**src/verilog/fow_pkg.sv**
```systemverilog
package fow_pkg;

    // core clock and documented access times in ns, then the wait-state floors in cycles
    localparam int CORE_CLOCK_PERIOD_NS = 10;
    localparam int PAGED_READ_TIME_NS   = 40;
    localparam int RANDOM_READ_TIME_NS  = 40;
    localparam int OTP_READ_TIME_NS     = 60;
    localparam int RANDOM_WS_FLOOR      = 1;
    localparam int OTP_WS_FLOOR         = 1;

    // wait states = ceil(t_access / t_clock - 1)
    localparam int PAGE_WS_RAW = (PAGED_READ_TIME_NS + CORE_CLOCK_PERIOD_NS - 1) / CORE_CLOCK_PERIOD_NS - 1;
    localparam int RAND_WS_RAW = (RANDOM_READ_TIME_NS + CORE_CLOCK_PERIOD_NS - 1) / CORE_CLOCK_PERIOD_NS - 1;
    localparam int OTP_WS_RAW  = (OTP_READ_TIME_NS + CORE_CLOCK_PERIOD_NS - 1) / CORE_CLOCK_PERIOD_NS - 1;

    localparam int PAGE_WS = (PAGE_WS_RAW < 0) ? 0 : PAGE_WS_RAW;
    localparam int RAND_WS = (RAND_WS_RAW < RANDOM_WS_FLOOR) ? RANDOM_WS_FLOOR : RAND_WS_RAW;
    localparam int OTP_WS  = (OTP_WS_RAW < OTP_WS_FLOOR) ? OTP_WS_FLOOR : OTP_WS_RAW;

    localparam int WS_W = 4;

    // guaranteed erase/program endurance of the flash array
    localparam int WEAR_LIMIT = 20000;
    localparam int WEAR_W     = 15;

    // bus and page geometry
    localparam int ADDR_W      = 22;
    localparam int DATA_W      = 16;
    localparam int PAGE_LSB_W  = 3;

    typedef enum logic [1:0] {
        FOW_KIND_PAGE,
        FOW_KIND_RANDOM,
        FOW_KIND_OTP
    } fow_kind_t;

endpackage : fow_pkg

```
**src/verilog/fow_wait_cnt.sv**
```systemverilog
`timescale 1ns/100ps

// loadable down-counter that marks the last wait cycle
module fow_wait_cnt #(
    parameter int W = 4
) (
    // clock and reset
    input  wire logic         ref_clk,
    input  wire logic         sys_rst,
    // control
    input  wire logic         load,
    input  wire logic [W-1:0] load_val,
    input  wire logic         run,
    // status
    output logic              at_zero
);

    logic [W-1:0] cnt_q;
    logic [W-1:0] cnt_d;

    assign at_zero = (cnt_q == '0);

    // holds at zero so a late run pulse cannot wrap the count
    assign cnt_d = load ? load_val :
                   (run && !at_zero) ? cnt_q - W'(1) : cnt_q;

    always_ff @(posedge ref_clk or posedge sys_rst)
    begin
        if (sys_rst)
            cnt_q <= '0;
        else
            cnt_q <= cnt_d;
    end

endmodule : fow_wait_cnt

```
**src/verilog/fow_ctrl.sv**
```systemverilog
// How it works
// - paged read waits ceil(40ns/period - 1)
// - random read waits ceil(40ns/period-1), minimum one
// - OTP read waits ceil(60ns/period-1), minimum one
// - flag endurance limit at 20000 erase/program cycles
`timescale 1ns/100ps

module fow_ctrl #(
    parameter int ADDR_W     = fow_pkg::ADDR_W,
    parameter int DATA_W     = fow_pkg::DATA_W,
    parameter int PAGE_LSB_W = fow_pkg::PAGE_LSB_W,
    parameter int WEAR_LIMIT = fow_pkg::WEAR_LIMIT
) (
    // clock and reset
    input  wire logic              ref_clk,
    input  wire logic              sys_rst,
    // cpu read request
    input  wire logic              rd_req,
    input  wire logic              rd_otp,
    input  wire logic [ADDR_W-1:0] rd_addr,
    output logic                   rd_ready_q,
    output logic                   rd_ack_q,
    output logic [DATA_W-1:0]      rd_data_q,
    output logic                   rd_paged_q,
    // array side
    output logic                   arr_en_q,
    output logic                   arr_otp_q,
    output logic [ADDR_W-1:0]      arr_addr_q,
    input  wire logic [DATA_W-1:0] arr_rdata,
    // wear tracking
    input  wire logic              cycle_done,
    output logic                   wear_limit_q
);

    localparam int WS_W   = fow_pkg::WS_W;
    localparam int PG_DLY = fow_pkg::PAGE_WS + 1;
    localparam int RN_DLY = fow_pkg::RAND_WS + 1;
    localparam int OT_DLY = fow_pkg::OTP_WS + 1;
    // ack can still stand on the take edge of a back-to-back read, so windows open one edge later
    localparam int PG_GAP = PG_DLY - 1;
    localparam int RN_LAT = RN_DLY + 1;
    localparam int OT_GAP = OT_DLY - 1;

    typedef enum logic [0:0] {
        FOW_IDLE,
        FOW_WAIT
    } fow_state_t;

    fow_state_t                       state_q;
    fow_state_t                       state_d;
    logic [ADDR_W-PAGE_LSB_W-1:0]     page_q;
    logic                             page_valid_q;
    logic [fow_pkg::WEAR_W-1:0]       wear_q;

    wire take      = rd_req && rd_ready_q;
    wire same_page = page_valid_q && (rd_addr[ADDR_W-1:PAGE_LSB_W] == page_q);
    wire wait_zero;
    wire finish    = (state_q == FOW_WAIT) && wait_zero;

    wire fow_pkg::fow_kind_t kind_sel = rd_otp    ? fow_pkg::FOW_KIND_OTP :
                                        same_page ? fow_pkg::FOW_KIND_PAGE :
                                                    fow_pkg::FOW_KIND_RANDOM;

    wire [WS_W-1:0] ws_sel = (kind_sel == fow_pkg::FOW_KIND_OTP)  ? WS_W'(fow_pkg::OTP_WS) :
                             (kind_sel == fow_pkg::FOW_KIND_PAGE) ? WS_W'(fow_pkg::PAGE_WS) :
                                                                    WS_W'(fow_pkg::RAND_WS);

    wire wear_hit = (wear_q == fow_pkg::WEAR_W'(WEAR_LIMIT - 1));

    // count of wait cycles still owed to the array
    fow_wait_cnt #(
        .W (WS_W)
    ) u_wait (
        .ref_clk  (ref_clk),
        .sys_rst  (sys_rst),
        .load     (take),
        .load_val (ws_sel),
        .run      (state_q == FOW_WAIT),
        .at_zero  (wait_zero)
    );

    always_comb
    begin
        state_d = state_q;
        case (state_q)
            FOW_IDLE: if (take) state_d = FOW_WAIT;
            FOW_WAIT: if (wait_zero) state_d = FOW_IDLE;
            default:  state_d = FOW_IDLE;
        endcase
    end

    // bus stays held off from take until the wait count runs out
    always_ff @(posedge ref_clk or posedge sys_rst)
    begin
        if (sys_rst)
        begin
            state_q    <= FOW_IDLE;
            rd_ready_q <= 1'b1;
            rd_ack_q   <= 1'b0;
            arr_en_q   <= 1'b0;
        end
        else
        begin
            state_q    <= state_d;
            rd_ready_q <= take ? 1'b0 : (finish ? 1'b1 : rd_ready_q);
            rd_ack_q   <= finish;
            arr_en_q   <= take ? 1'b1 : (finish ? 1'b0 : arr_en_q);
        end
    end

    always_ff @(posedge ref_clk or posedge sys_rst)
    begin
        if (sys_rst)
        begin
            arr_addr_q <= '0;
            arr_otp_q  <= 1'b0;
            rd_paged_q <= 1'b0;
            rd_data_q  <= '0;
        end
        else
        begin
            if (take)
            begin
                arr_addr_q <= rd_addr;
                arr_otp_q  <= rd_otp;
                rd_paged_q <= (kind_sel == fow_pkg::FOW_KIND_PAGE);
            end
            if (finish)
                rd_data_q <= arr_rdata;
        end
    end

    // only flash reads open a page; an otp read leaves the page alone
    always_ff @(posedge ref_clk or posedge sys_rst)
    begin
        if (sys_rst)
        begin
            page_q       <= '0;
            page_valid_q <= 1'b0;
        end
        else if (take && !rd_otp)
        begin
            page_q       <= rd_addr[ADDR_W-1:PAGE_LSB_W];
            page_valid_q <= 1'b1;
        end
    end

    // saturating tally of completed erase/program cycles
    always_ff @(posedge ref_clk or posedge sys_rst)
    begin
        if (sys_rst)
        begin
            wear_q       <= '0;
            wear_limit_q <= 1'b0;
        end
        else if (cycle_done && !wear_limit_q)
        begin
            wear_q       <= wear_q + fow_pkg::WEAR_W'(1);
            wear_limit_q <= wear_hit;
        end
    end

    chk_page_wait: assert property (
        @(posedge ref_clk) disable iff (sys_rst)
        take && kind_sel == fow_pkg::FOW_KIND_PAGE |=> (!rd_ack_q throughout (1'b1 ##PG_GAP 1'b1)) ##1 rd_ack_q)
        else $error("paged read ack at wrong cycle");

    chk_random_wait: assert property (
        @(posedge ref_clk) disable iff (sys_rst)
        take && kind_sel == fow_pkg::FOW_KIND_RANDOM |-> ##RN_LAT rd_ack_q && !$past(rd_ack_q))
        else $error("random read ack at wrong cycle");

    chk_otp_wait: assert property (
        @(posedge ref_clk) disable iff (sys_rst)
        take && rd_otp |=> (!rd_ack_q throughout (1'b1 ##OT_GAP 1'b1)) ##1 rd_ack_q)
        else $error("otp read ack at wrong cycle");

    chk_random_floor: assert property (
        @(posedge ref_clk) disable iff (sys_rst)
        take && kind_sel != fow_pkg::FOW_KIND_PAGE |-> ws_sel >= WS_W'(1))
        else $error("random or otp wait below one");

    chk_hold_off: assert property (
        @(posedge ref_clk) disable iff (sys_rst)
        take |=> !rd_ready_q && arr_en_q && arr_addr_q == $past(rd_addr))
        else $error("bus not held off during array read");

    chk_wear_flag: assert property (
        @(posedge ref_clk) disable iff (sys_rst)
        $rose(wear_limit_q) |-> wear_q == fow_pkg::WEAR_W'(WEAR_LIMIT))
        else $error("wear flag not at endurance limit");

    // only reset may drop the flag; later pulses must not wrap the tally
    chk_wear_sticky: assert property (
        @(posedge ref_clk) disable iff (sys_rst)
        wear_limit_q |=> wear_limit_q)
        else $error("wear flag dropped without reset");

    chk_ack_single: assert property (
        @(posedge ref_clk) disable iff (sys_rst)
        rd_ack_q |=> !rd_ack_q)
        else $error("read ack longer than one cycle");

    chk_ack_release: assert property (
        @(posedge ref_clk) disable iff (sys_rst)
        rd_ack_q |-> rd_ready_q && !arr_en_q)
        else $error("bus or array still held at ack");

    chk_data_capture: assert property (
        @(posedge ref_clk) disable iff (sys_rst)
        rd_ack_q |-> rd_data_q == $past(arr_rdata))
        else $error("read data not taken on ack edge");

    chk_otp_unpaged: assert property (
        @(posedge ref_clk) disable iff (sys_rst)
        take && rd_otp |=> !rd_paged_q)
        else $error("otp read marked as paged");

    cov_page_read: cover property (@(posedge ref_clk) disable iff (sys_rst)
        take && kind_sel == fow_pkg::FOW_KIND_PAGE);
    cov_otp_read: cover property (@(posedge ref_clk) disable iff (sys_rst)
        take && rd_otp);
    cov_back_to_back: cover property (@(posedge ref_clk) disable iff (sys_rst)
        rd_ack_q && take);
    cov_wear_limit: cover property (@(posedge ref_clk) disable iff (sys_rst)
        $rose(wear_limit_q));
    cov_random_read: cover property (@(posedge ref_clk) disable iff (sys_rst)
        take && kind_sel == fow_pkg::FOW_KIND_RANDOM);

endmodule : fow_ctrl

```
**config.mk**
```make
export PLATFORM = sky130hd
export DESIGN_NAME = fow_ctrl
export DESIGN_NICKNAME = d
export VERILOG_FILES = /design/src/verilog/fow_pkg.sv /design/src/verilog/fow_wait_cnt.sv /design/src/verilog/fow_ctrl.sv
export SDC_FILE = /design/constraint.sdc
export NUM_CORES = 1
export LEC_CHECK = 0
export BUFFER_PORTS_ARGS = -buffer_cell sky130_fd_sc_hd__buf_2
export CORE_MARGIN = 2
export CORE_UTILIZATION = 35
export DETAILED_ROUTE_END_ITERATION = 12
export PLACE_DENSITY = 0.57
export SETUP_SLACK_MARGIN = 0.5
export SYNTH_ARGS = -nofsm -noshare
export SYNTH_HDL_FRONTEND = slang
export SYNTH_SLANG_ARGS = --single-unit
```
**constraint.sdc**
```tcl
create_clock -name ref_clk -period 2.9 [get_ports ref_clk]
set_clock_uncertainty 0.15 [all_clocks]
set_input_delay 0 -clock ref_clk [delete_from_list [all_inputs] [get_ports ref_clk]]
set_output_delay 0 -clock ref_clk [all_outputs]
set_load 0.005 [all_outputs]
```
# Word level (Yosys, flattened, before mapping)

Index checks and enable logic that the tools add are counted.

Register bits after elaboration: 84
Output and inout port bits: 44

$add $sub $neg: 2
Eq/ne operators: 3
Multiplexer cells: 12
Bitwise gates (word level): 1
Reduce and logical (&&, ||, !) cells: 13

Operators by type and width:

| cell                                                                | count |
|---|---|
| 19-bit equality test                                                | 1 |
| 15-bit by 1-bit adder with 15-bit output (second input constant)    | 1 |
| 15-bit equality test (second input constant)                        | 1 |
| 4-bit 2-to-1 mux                                                    | 2 |
| 1-bit 2-to-1 mux                                                    | 7 |
| 1-bit logical AND                                                   | 6 |
| 4-bit zero test                                                     | 1 |
| 2-bit nonzero test                                                  | 2 |
| 4-bit by 1-bit subtractor with 4-bit output (second input constant) | 1 |
| 1-bit zero test                                                     | 3 |
| 3-bit 2-to-1 mux                                                    | 1 |
| 2-bit equality test (second input constant)                         | 1 |
| 2-bit zero test                                                     | 1 |
| 2-bit 2-to-1 mux                                                    | 1 |
| 1-bit case mux with 2 select lines                                  | 1 |
| 1-bit inverter                                                      | 1 |

# Longest topological paths before layout

Gate-level depths: netlist (run 1).

Word-level depth: 7
Gate-level depth with buffers: 7
Depth with buffers taken out: 6

# Cells and area by module

Synthesis (run 1) repeated with hierarchy kept, for this count alone.

Cell total of the unflattened synthesis: 259
Area total of the unflattened synthesis: 3570.9 um2

Modules (own cells, without submodules):

| module       | times used | cells an instance | area each (um2) | sequential area each (um2) |
|---|---|---|---|---|
| fow_ctrl     | 1          | 231               | 3314.4          | 2003.2 |
| fow_wait_cnt | 1          | 28                | 256.5           | 100.1 |

# Least setup slack after synthesis (run 1)

No wires, ideal clock.

Path type: flip-flop to flip-flop
Start: register u_wait.cnt_q[0]
End: register rd_data_q[0]
Setup time: 0.125 ns
Data arrival time: 1.554 ns
Setup slack: 1.071 ns
Stages on the path, launching flop included: 7
Buffers on the path: 1
Cell sequence: dfrtp_1 -> inv_1 -> ha_1 -> or3b_4 -> nor2_4 -> buf_6 -> mux2_2

Word-level cells in the longest chain between the ends: 2

RTL lines:

| element                | RTL line           | text |
|---|---|---|
| start, declared        | fow_wait_cnt.sv:18 | `logic [W-1:0] cnt_q;` |
| start signal, assigned | fow_wait_cnt.sv:32 | `cnt_q <= cnt_d;` |
| 4-bit zero test        | fow_wait_cnt.sv:21 | `assign at_zero = (cnt_q == '0);` |
| 1-bit logical AND      | fow_ctrl.sv:58     | `wire finish = (state_q == FOW_WAIT) && wait_zero;` |
| end signal, assigned   | fow_ctrl.sv:129    | `rd_data_q <= arr_rdata;` |
| end, declared          | fow_ctrl.sv:23     | `output logic [DATA_W-1:0] rd_data_q,` |

No other way between the ends.
A chain may end at the register's enable or synchronous reset.

# Worst setup path in the final report (run 1)

Start: register u_wait.cnt_q[0]
End: register rd_data_q[2]

The elaborated chain is that of the path after synthesis.

==> metrics.md, run 1 <==
| Metric | Value |
|---|---|
| Status | finished, final reports clean |
| FP Rows | 36 |
| Ports | 87 |
| Period utilization | 0.738 |
| Reg2Reg Depth | 5 |
| Peak supply drop | approximately 0.32 mV |
| CP arrival | roughly 2.2 ns |
| DRT iter0 DRCs | 36 |
| CP endpoint kind | flop |
| Mux contribution to synthesized area | 0.186 |
| Syn nets | 300 |
| Sequential share of the synthesized area | 0.589 |
| HPWL after detailed placement | around 4.8 mm |
| ANT nets after route | 0 |
| CTS root buffer | clkbuf_8 |
| Measured slew at the worst slew-check pin | between 0.8 and 0.9 ns |
| Worst Path Class, Setup | flop to flop |
| RSZ-0062 raised after global routing | no |
| First-pass DRT Iterations | 4 |
| Fraction of the mapped netlist area in compound gates | 0.0123 |
| First-pass GRT wire length | 12.0 mm |
| Hold crit path type | input port to async pin |
| GRT Overall Usage | 0.139 |
| Via count | between 2000 and 2500 |
| WL final | just under 7 mm |
| Slew Viols, Final | 0 |
| # H-tree levels | 3 |
| Clock Sinks | 84 |
| Critical path cell sequence | inv_1 > ha_1 > or3b_4 > nor2_4 > mux2_2 |
| Worst R2R Setup Slack | approximately 0.76 ns |
| Port bufs | between 80 and 90 |
| Post-route setup TNS | 0 ns |
| Remaining DRCs | 0 |
| Warnings, synthesis | 0 |
| PD cells | approximately 920 mW/mm² |
| Die Height | 105 µm |
| PostCTS Resize Cnt | 0 |
| Sw frac | 0.285 |
| Worst R2R Start | u_wait.cnt_q[0] |
| Final Setup Violations | 0 |
| NetSw | between 0.001 and 0.0015 W |
| Distinct cells, synth | 34 |
| Startpoint types | flop |
| Met1 Track Usage GR | 0.175 |
| #FFs+latches synth | 84 |
| Die width | ~110 µm |
| Die area | around 0.011 mm² |
| Grt ovf | 0 |
| Antenna Cells | 0 |
| Fill count | between 900 and 1000 |
| Clock buffer count from CTS | 9 |
| Synth Area in XOR/XNOR | 0.0858 |
| Clock latency on the worst-skew pair | 0.36 ns |
| Layout cells sized above 1 | 0.448 |
| Largest net degree at the start of global routing | 50 |
| CTS max path bufs | 2 |
| Vias per inst | between 4 and 5 |
| CTS clk-pin slew, worst paths | approximately 0.08 ns |
| Max Cap Viol | 0 |
| CP startpoint | u_wait.cnt_q[0] |
| Post-CTS Repair Setup Buffers | 0 |
| Area growth from synthesis to layout | 34.8% |
| Syn Inst Count | 254 |
| Routed wire per std cell | roughly 13 µm |
| CP max stage cell | nor2_4 |
| Relative slew slack | 0.442 |
| Clk pwr share | 0.233 |
| Synthesized area | between 0.003 and 0.004 mm² |
| Required time worst endpoint | approximately 3.0 ns |
| Multi-input logic area | between 0.001 and 0.0015 mm² |
| Cell family with most CP delay | simple AND/OR/NAND/NOR gates |
| Post-synthesis simple-gate area fraction | 0.0915 |
| GRT busiest layer | met2 |
| Fin nets | 436 |
| Internal power | approximately 0.0032 W |
| Leak | 2.25 nW |
| Initial antenna violation count | 0 |
| Average size of a mapped cell | 14.1 µm² |
| Reg2reg end | rd_data_q[2] |
| Vias in the first global route | 2470 |
| CTS tree | yes |
| Combinational share of power | 0.315 |
| Critical path buffer and inverter count | 1 |
| GRT met3 Usage | 0.0256 |
| Worst-path fanout max | 20 |
| Fmax | 0.468 GHz |
| Largest family of logic cells by synthesized area | multiplexers |
| Synth Area in Adders | 0.0105 |
| Core area | 0.00982 mm² |
| Met2 Resource Use GR | 0.224 |
| Final hold viol count | 0 |
| Routability-driven placement congestion ratio | roughly 0.7 |
| Reg power frac | 0.452 |
| Fin util | 0.490 |
| Worst stage delay on the critical path | approximately 0.43 ns |
| Initial core utilization | 0.364 |
| Fin crit period | between 2 and 2.5 ns |
| FF/Latch Area | 0.00210 mm² |
worst max-delay path by stage:
stage,cells after the start,to
5_1_grt,5,rd_data_q[11]
3_3_place_gp,5,rd_data_q[9]
2_1_floorplan,1,arr_addr_q[0]
4_1_cts,5,rd_data_q[14]
6_report,5,rd_data_q[2]
3_5_place_dp,5,rd_data_q[14]
worst register-to-register path: stages (launching register included):
cell	delay, ns
dfrtp_1	0.39
inv_1	0.12
ha_1	0.15
or3b_4	0.40
nor2_4	0.43
mux2_2	0.40
timing repair:
action                                  4_1_cts  5_1_grt
endpoints found under the setup margin        0        0
hold buffers                                 42        0
endpoints found under the hold margin       110        0
cell usage after synthesis:
library cell	n	area, µm²
and2_1	2	12.5
a22o_1	1	8.76
nand2_1	14	52.6
nor4_4	1	21.3
xnor2_1	26	228
or3b_4	1	11.3
nand4_1	4	25.0
inv_1	7	26.3
nand4_2	1	12.5
dfstp_2	1	26.3
mux2_2	59	664
nor4_1	3	18.8
nor2b_2	1	8.76
nand4_4	1	21.3
nor2_4	1	11.3
dfrtp_1	83	2080
ha_1	3	37.5
a21oi_1	1	5.00
a31oi_1	1	6.26
nand3_1	4	20.0
nor2_1	6	22.5
buf_6	2	22.5
xor2_1	9	78.8
o21ai_0	3	15.0
and4_1	2	17.5
nor4bb_1	1	10.0
buf_4	4	30.0
nand2_2	1	6.26
and4_4	1	11.3
nor3_2	1	10.0
nor3_1	3	15.0
a31o_2	1	8.76
nand2b_1	3	18.8
buf_2	2	10.0
metrics by stage:
step	setup WS (ns)	hold WS (ns)	area [µm²]	power, W	instances
after floorplan	0.587	-0.0314	3570	0.00290	254
after global placement	0.772	0.0470	4140	0.00334	470
after detailed placement	0.735	0.0545	4140	0.00339	470
after CTS	0.721	0.198	4810	0.00448	528
after global routing	0.622	0.244	4810	0.00474	528
final	0.761	0.198	4810	0.00441	528
kinds of logic (layout without fill, tap and decap cells):
group           count (synthesis)  count (layout)
fa+ha+maj                       3               3
simple gates                   51              51
buf+inv                        15             156
flops                          84              84
mux                            59              59
xor+xnor                       35              35
compound gates                  7               7
final cells by class:
cell class	count	area share
Timing Repair Buffer	133	0.185
Multi-Input combinational cell	155	0.286
Clock inverter	4	0.0198
Sequential cell	84	0.437
Inverter	7	0.00572
Tap cell	133	0.0346
Clock buffer	12	0.0322
power groups by stage:
stage               combinational, W  clock [W]  sequential [W]
floorplan                   0.000891          0         0.00201
global route                 0.00154    0.00112         0.00207
finish                       0.00139    0.00103         0.00199
detailed placement           0.00137          0         0.00202
CTS                          0.00142    0.00106         0.00200
global placement             0.00134          0         0.00200
layout by cell type, fill, tap and decap left out, types with 5 or more instances in the layout:
| cell type | Yosys | routed |
|---|---|---|
| buf_2 | 2 | 86 |
| buf_4 | 4 | 5 |
| clkbuf_8 | 0 | 11 |
| dfrtp_1 | 83 | 83 |
| dlygate4sd3_1 | 0 | 42 |
| inv_1 | 7 | 6 |
| mux2_2 | 59 | 59 |
| nand2_1 | 14 | 14 |
| nor2_1 | 6 | 6 |
| xnor2_1 | 26 | 26 |
| xor2_1 | 9 | 9 |
sequential cells by signal, summed over array words and instances, names as in the netlist:
signal,cells
state_q,1
page_valid_q,1
arr_otp_q,1
rd_ack_q,1
rd_data_q,16
rd_paged_q,1
u_wait.cnt_q,4
arr_en_q,1
arr_addr_q,22
wear_q,15
rd_ready_q,1
page_q,19
wear_limit_q,1
layer usage:
layer	up-vias	share of wire
met5	-	0
met4	0	0.025
met3	12	0.027
met2	40	0.50
met1	1175	0.45
li1	1143	-
Power figures use the tool's default switching activity.
==> run 2, diff against run 1 <==
--- a/config.mk
+++ b/config.mk
@@ -5,11 +5,12 @@
 export SDC_FILE = /design/constraint.sdc
 export NUM_CORES = 1
 export LEC_CHECK = 0
+export ABC_AREA = 1
 export BUFFER_PORTS_ARGS = -buffer_cell sky130_fd_sc_hd__buf_2
 export CORE_MARGIN = 2
 export CORE_UTILIZATION = 35
 export DETAILED_ROUTE_END_ITERATION = 12
-export PLACE_DENSITY = 0.57
+export PLACE_DENSITY = 0.59
 export SETUP_SLACK_MARGIN = 0.5
 export SYNTH_ARGS = -nofsm -noshare
 export SYNTH_HDL_FRONTEND = slang
==> constraint.sdc (replaced) <==
create_clock -name ref_clk -period 1.7 [get_ports ref_clk]
set_clock_uncertainty 0.15 [all_clocks]
set_input_delay 0 -clock ref_clk [delete_from_list [all_inputs] [get_ports ref_clk]]
set_output_delay 0 -clock ref_clk [all_outputs]
set_load 0.005 [all_outputs]
==> metrics.md, run 2 <==
| Metric | Value |
|---|---|
| DRT iter0 DRCs | 186 |
| Sequential share of the synthesized area | 0.562 |
| Post-synth top flop | dfrtp_1 |
| Vias per inst | between 4 and 5 |
| FP Rows | 37 |
| #FFs+latches synth | between 80 and 90 |
| Placed inst area | around 0.0044 mm² |
| ANT nets after route | 0 |
| Syn Inst Count | ~440 |
| Average size of a mapped cell | roughly 8.5 µm² |
| Fraction of registers with async set/reset | 1.00 |
| Die area | roughly 0.012 mm² |
| Max Cap Viol | 0 |
| CTS clk-pin slew, worst paths | roughly 0.080 ns |
| RSZ-0062 raised after global routing | yes |
| Most common cell after layout, fill and taps aside | nand2_1 |
| Commonest cells post-synth | nand2_1 (173), dfrtp_1 (83), o21ai_1 (45) |
| Distinct cells, synth | 30 |
| Largest regs | arr_addr_q (22), page_q (19), rd_data_q (16) |
| Area contributors post-synth | dfrtp_1 (55%), nand2_1 (17%), o21ai_1 (6.0%) |
| Fin crit period | 1.45 ns |
| Die width | 107 µm |
| Peak supply drop | between 0.6 and 0.7 mV |
| WL final | between 10 and 15 mm |
| Cell family with most CP delay | simple AND/OR/NAND/NOR gates |
| Slew Viols, Final | 0 |
| Final hold viol count | 0 |
| Largest net degree at the start of global routing | 29 |
| Post-route setup TNS | 0 ns |
| Finished Cell Area | 0.00600 mm² |
| Routability-driven placement congestion ratio | between 0.7 and 0.8 |
| Area growth from synthesis to layout | 60.2% |
| Ports | between 80 and 90 |
| Vias in the first global route | ~3300 |
| Largest Register | arr_addr_q |
| CP endpoint kind | flop |
| Final Setup Violations | 0 |
| Hold crit path type | input port to async pin |
| Largest register FFs | 22 |
| Clock buffer count from CTS | 9 |
| Worst Path Class, Setup | flop to flop |
| Post-synthesis simple-gate area fraction | 0.256 |
| Critical path cell sequence | ha_4 > nand3_4 > nor2_4 > nand2_4 > nor2_4 > nand2_2 > nor2_1 > nor2_1 |
| Worst-path fanout max | 4 |
| Largest family of logic cells by synthesized area | simple AND/OR/NAND/NOR gates |
| Fraction of the mapped netlist area in compound gates | 0.0675 |
| Relative slew slack | 0.702 |
| PD cells | 1360 mW/mm² |
| CTS tree | yes |
| CP arrival | between 1.5 and 2 ns |
| FF/Latch Area | 0.00210 mm² |
| Measured slew at the worst slew-check pin | ~0.45 ns |
| First-pass DRT Iterations | 4 |
| Mux contribution to synthesized area | 0.00301 |
| GRT Overall Usage | 0.176 |
| Startpoint types | flop |
| Grt ovf | 0 |
| Via count | 3448 |
| Period utilization | 0.856 |
| Initial antenna violation count | 0 |
| Number of synthesized flops with an enable pin | 0 |
| Core area | 0.0104 mm² |
| Multi-input logic area | ~0.0018 mm² |
| Fill count | between 800 and 900 |
| Die Height | ~110 µm |
| Fin nets | 670 |
| Area share of the largest cell type after synthesis | 0.555 |
| Synth Area in Adders | 0.0100 |
| Worst stage delay on the critical path | 0.41 ns |
| Status | finished, final reports clean |
| Fmax | 0.688 GHz |
| CTS max path bufs | 2 |
| Syn nets | ~500 |
| Initial core utilization | 0.361 |
| First-pass GRT wire length | 15.7 mm |
| # H-tree levels | 3 |
| Leak | around 3.1 nW |
| Layout cells sized above 1 | 0.414 |
| Most common cell in the netlist | nand2_1 |
| Dominant cell type by area after synthesis | dfrtp_1 |
| HPWL after detailed placement | a little under 6 mm |
| Synthesized area | around 0.0037 mm² |
| Remaining DRCs | 0 |
| CTS root buffer | clkbuf_8 |
| Critical path buffer and inverter count | 0 |
| Clock latency on the worst-skew pair | around 0.36 ns |
| Clock Sinks | between 80 and 90 |
| Port bufs | between 80 and 90 |
| Required time worst endpoint | around 1.8 ns |
| Antenna Cells | 0 |
| Synth Area in XOR/XNOR | 0.0281 |
| Routed wire per std cell | about 13 µm |
| Warnings, synthesis | 0 |
| Commonest non-fill, non-tap cells in the layout | nand2_1 (131), buf_2 (85), dfrtp_1 (82), dlygate4sd3_1 (42), inv_1 (37) |
| CP max stage cell | dfrtp_1 |
## run 2: cell count changes in the layout (fill, tap and decap cells not counted), sizes merged, moves of 19 or more
cell   before  now
o21ai       3   45
mux2       59    1
buf        91  139
inv         6   54
nand2      15  177
xnor2      26    7
nor2        7   26
## run 2: layout make-up
type                       instances  area share
clock buffer                      11      0.0219
inverter                          57      0.0415
timing repair buffer             182       0.257
clock inverter                     4     0.00459
multi-input combinational        290       0.296
tap                              136      0.0284
sequential                        84       0.351
## run 2: worst register-to-register path, delay by kind of cell, from the launching register on
kind,cells,cell delay (ns)
simple gates,7,0.62
flops,1,0.41
fa+ha+maj,1,0.17
## run 2: worst paths after layout
kind                                from       endpoint  slack (ns)  depth (start not counted)
max in group asynchronous        sys_rst     rd_ready_q        0.81                          4
min                              sys_rst      wear_q[6]        0.04                          3
max                            wear_q[0]     wear_q[12]        0.25                          8
min in group ref_clk       arr_rdata[12]  rd_data_q[12]        0.22                          4
min reg2reg                 rd_data_q[3]   rd_data_q[3]        0.32                          2
max reg2reg                    wear_q[0]     wear_q[12]        0.25                          8
## run 2: through the flow
stage                     power [W]   util  instances  worst slack, ns  hold WS (ns)
after floorplan             0.00468      -        442            0.258       -0.0334
after global placement      0.00546  0.429        662            0.212        -0.111
after detailed placement    0.00556  0.429        662            0.159        -0.106
after CTS                   0.00769  0.543        754            0.221        0.0399
after global routing        0.00881  0.578        764            0.143        0.0487
final                       0.00819  0.578        764            0.245        0.0385
## run 2: power breakdown
part | total, W | switching (W) | internal, W | leakage (nW)
Clock | 0.00124 | 0.000722 | 0.000521 | 0.0714
Sequential | 0.00335 | 0.000574 | 0.00277 | 1.03
Combinational | 0.00360 | 0.00173 | 0.00186 | 2.03
Total | 0.00819 | 0.00303 | 0.00516 | 3.13
## run 2: cell families (layout without fill, tap and decap cells)
kind of cell | Yosys count | after routing
buffers and inverters | 68 | 254
muxes | 1 | 1
AOI/OAI and AO/OA | 49 | 49
DFF | 84 | 84
xor gates and xnor gates | 12 | 12
adders and majority gates | 3 | 3
and+or+nand+nor | 225 | 225
## run 2: metal layers
metal	vias to the layer above	part of all wire	GRT usage
met5	-	0	0
li1	1726	-	-
met1	1623	0.45	0.226
met2	85	0.49	0.290
met4	0	0.018	0.0833
met3	14	0.039	0.0297
## run 2: repair_timing
item                                   4_1_cts  5_1_grt
pin swaps                                   17       22
gates cloned                                 5        2
endpoints found under the hold margin      150        0
resized for setup                           63       73
setup buffers                               30        8
setup endpoints to repair                   80       84
hold buffers                                42        0
==> run 3, diff against run 2 <==
--- a/config.mk
+++ b/config.mk
@@ -11,6 +11,7 @@
 export CORE_UTILIZATION = 35
 export DETAILED_ROUTE_END_ITERATION = 12
 export PLACE_DENSITY = 0.59
+export REMOVE_ABC_BUFFERS = 1
 export SETUP_SLACK_MARGIN = 0.5
 export SYNTH_ARGS = -nofsm -noshare
 export SYNTH_HDL_FRONTEND = slang
==> metrics.md, run 3 (synthesis results as in run 2) <==
| Metric | Value |
|---|---|
| Status | finished, violations left |
| Failing checks | negative hold slack |
| RSZ-0062 raised after global routing | yes |
| CTS root buffer | clkbuf_8 |
| Fmax | 0.667 GHz |
| Leak | 3.29 nW |
| Reg2Reg Depth | 5 |
| Startpoint types | flop |
| Peak supply drop | between 0.6 and 0.7 mV |
| Placed Cells | 662 |
| Measured slew at the worst slew-check pin | slightly below 0.3 ns |
| Routability-driven placement congestion ratio | about 0.75 |
| Met1 Track Usage GR | 0.223 |
| Initial core utilization | 0.361 |
| Largest net degree at the start of global routing | 32 |
| Worst R2R Setup Slack | around 0.20 ns |
| Met2 Resource Use GR | 0.307 |
| Commonest non-fill, non-tap cells in the layout | nand2_1 (96), buf_2 (85), dfrtp_1 (81), nand2_2 (47), dlygate4sd3_1 (42) |
| Worst Path Class, Setup | flop to flop |
| Largest regs | arr_addr_q (22), page_q (19), rd_data_q (16) |
| Final Setup Violations | 0 |
| Grt ovf | 0 |
| First-pass GRT wire length | ~16 mm |
| Fill count | 835 |
| Clock buffer count from CTS | 9 |
| Remaining DRCs | 0 |
| Sw frac | 0.368 |
| Overall Power | just under 0.009 W |
| Required time worst endpoint | 1.79 ns |
| Relative slew slack | 0.807 |
| Routed wire per std cell | around 14 µm |
| Layout cells sized above 1 | 0.483 |
| CTS clk-pin slew, worst paths | approximately 0.08 ns |
| FP Rows | 37 |
| GRT Overall Usage | 0.180 |
| Worst-path fanout max | 7 |
| Internal power | between 0.005 and 0.006 W |
| Die area | between 0.01 and 0.015 mm² |
| Finished Cell Area | 0.00628 mm² |
| Die Height | ~110 µm |
| Fin nets | 672 |
| CTS tree | yes |
| Max Cap Viol | 0 |
| PD cells | around 1400 mW/mm² |
| CP endpoint kind | flop |
| GRT busiest layer | met2 |
| ANT nets after route | 0 |
| Finished Layout Cells | around 770 |
| CP arrival | between 1.5 and 2 ns |
| Clk pwr share | 0.169 |
| Largest Register | arr_addr_q |
| Period utilization | 0.881 |
| Clock Sinks | 84 |
| Area growth from synthesis to layout | 67.7% |
| Clock latency on the worst-skew pair | roughly 0.36 ns |
| Fin crit period | ~1.5 ns |
| Slew Viols, Final | 0 |
| # H-tree levels | 3 |
| Hold crit path type | input port to async pin |
| Worst hold slack | -0.0320 ns |
| CTS max path bufs | 2 |
| HPWL after detailed placement | around 6 mm |
| Port bufs | 86 |
| Most common cell after layout, fill and taps aside | nand2_1 |
| Die width | about 110 µm |
| Antenna Cells | 0 |
| Placed inst area | 0.00439 mm² |
| Reg power frac | 0.398 |
| GRT met3 Usage | 0.0430 |
| Initial antenna violation count | 0 |
| Vias in the first global route | about 3400 |
| WL final | 10.8 mm |
| Fin util | 0.606 |
| Combinational share of power | 0.433 |
| Core area | approximately 0.010 mm² |
| Vias per inst | between 4 and 5 |
| DRT iter0 DRCs | approximately 140 |
| First-pass DRT Iterations | 4 |
| Final hold viol count | 11 |
| Largest register FFs | 22 |
| Via count | 3545 |
| NetSw | ~0.0032 W |
| Ports | a little under 90 |
-- run 3: cell count changes in the layout (fill, tap and decap cells not counted), moves of 2 or more --
cell / before / now
clkinvlp_4: 4 / 1
nand2_4: 20 / 31
buf_4: 21 / 18
o21ai_2: 19 / 24
nand2_2: 24 / 47
nand2_1: 131 / 96
clkbuf_8: 9 / 11
o21ai_1: 26 / 21
clkbuf_16: 1 / 3
clkinv_2: 1 / 3
nor2_2: 2 / 4
-- run 3: timing repair --
action / 4_1_cts / 5_1_grt
buffers inserted: 27 / 10
gates resized for setup: 88 / 121
hold buffers: 41 / 1
hold endpoints to repair: 150 / 3
gates cloned: 6 / 4
pin swaps: 35 / 26
endpoints found under the setup margin: 82 / 83
-- run 3: worst paths after layout --
kind,startpoint,end
min,sys_rst,rd_data_q[10]
max reg2reg,rd_ready_q,page_q[3]
max,rd_ready_q,page_q[3]
min reg2reg,page_valid_q,page_valid_q
min in group ref_clk,rd_otp,page_q[15]
max in group asynchronous,sys_rst,rd_data_q[0]
-- run 3: cell type report --
type                            count  area [µm²]  area share
Clock buffer                       12         155      0.0247
Clock inverter                      4        47.5     0.00757
Inverter                           57         251      0.0400
Sequential cell                    84        2110       0.335
Timing Repair Buffer              183        1600       0.254
Timing Repair inverter              1        11.3     0.00179
Tap cell                          136         170      0.0271
Multi-Input combinational cell    290        1940       0.309
-- run 3: worst max-delay path, stage by stage (launching register included) --
cell and delay, ns:
dfstp_2 0.60, nand3_4 0.19, buf_6 0.18, buf_12 0.14, nand2_2 0.05, o21ai_1 0.06
-- run 3: layer usage --
layer,vias up,part of all wire
met5,-,0
met4,0,0.013
met3,10,0.037
met2,85,0.53
met1,1723,0.42
li1,1727,-
-- run 3: power groups by stage --
stage | clock, W | combinational, W | sequential [W]
finish | 0.00147 | 0.00377 | 0.00347
global route | 0.00161 | 0.00419 | 0.00356
CTS | 0.00152 | 0.00303 | 0.00330
detailed placement | 0 | 0.00224 | 0.00328
global placement | 0 | 0.00216 | 0.00325
floorplan | 0 | 0.00128 | 0.00326
-- run 3: per-stage QoR --
stage          setup slack (ns)  TNS (ns)  hold WS [ns]
2_1_floorplan            -0.613    -57.09       -0.0404
6_report                  0.201         0       -0.0320
5_1_grt                   0.153         0       -0.0135
4_1_cts                   0.240         0       -0.0209
3_3_place_gp              0.175         0        -0.178
3_5_place_dp              0.152         0        -0.177
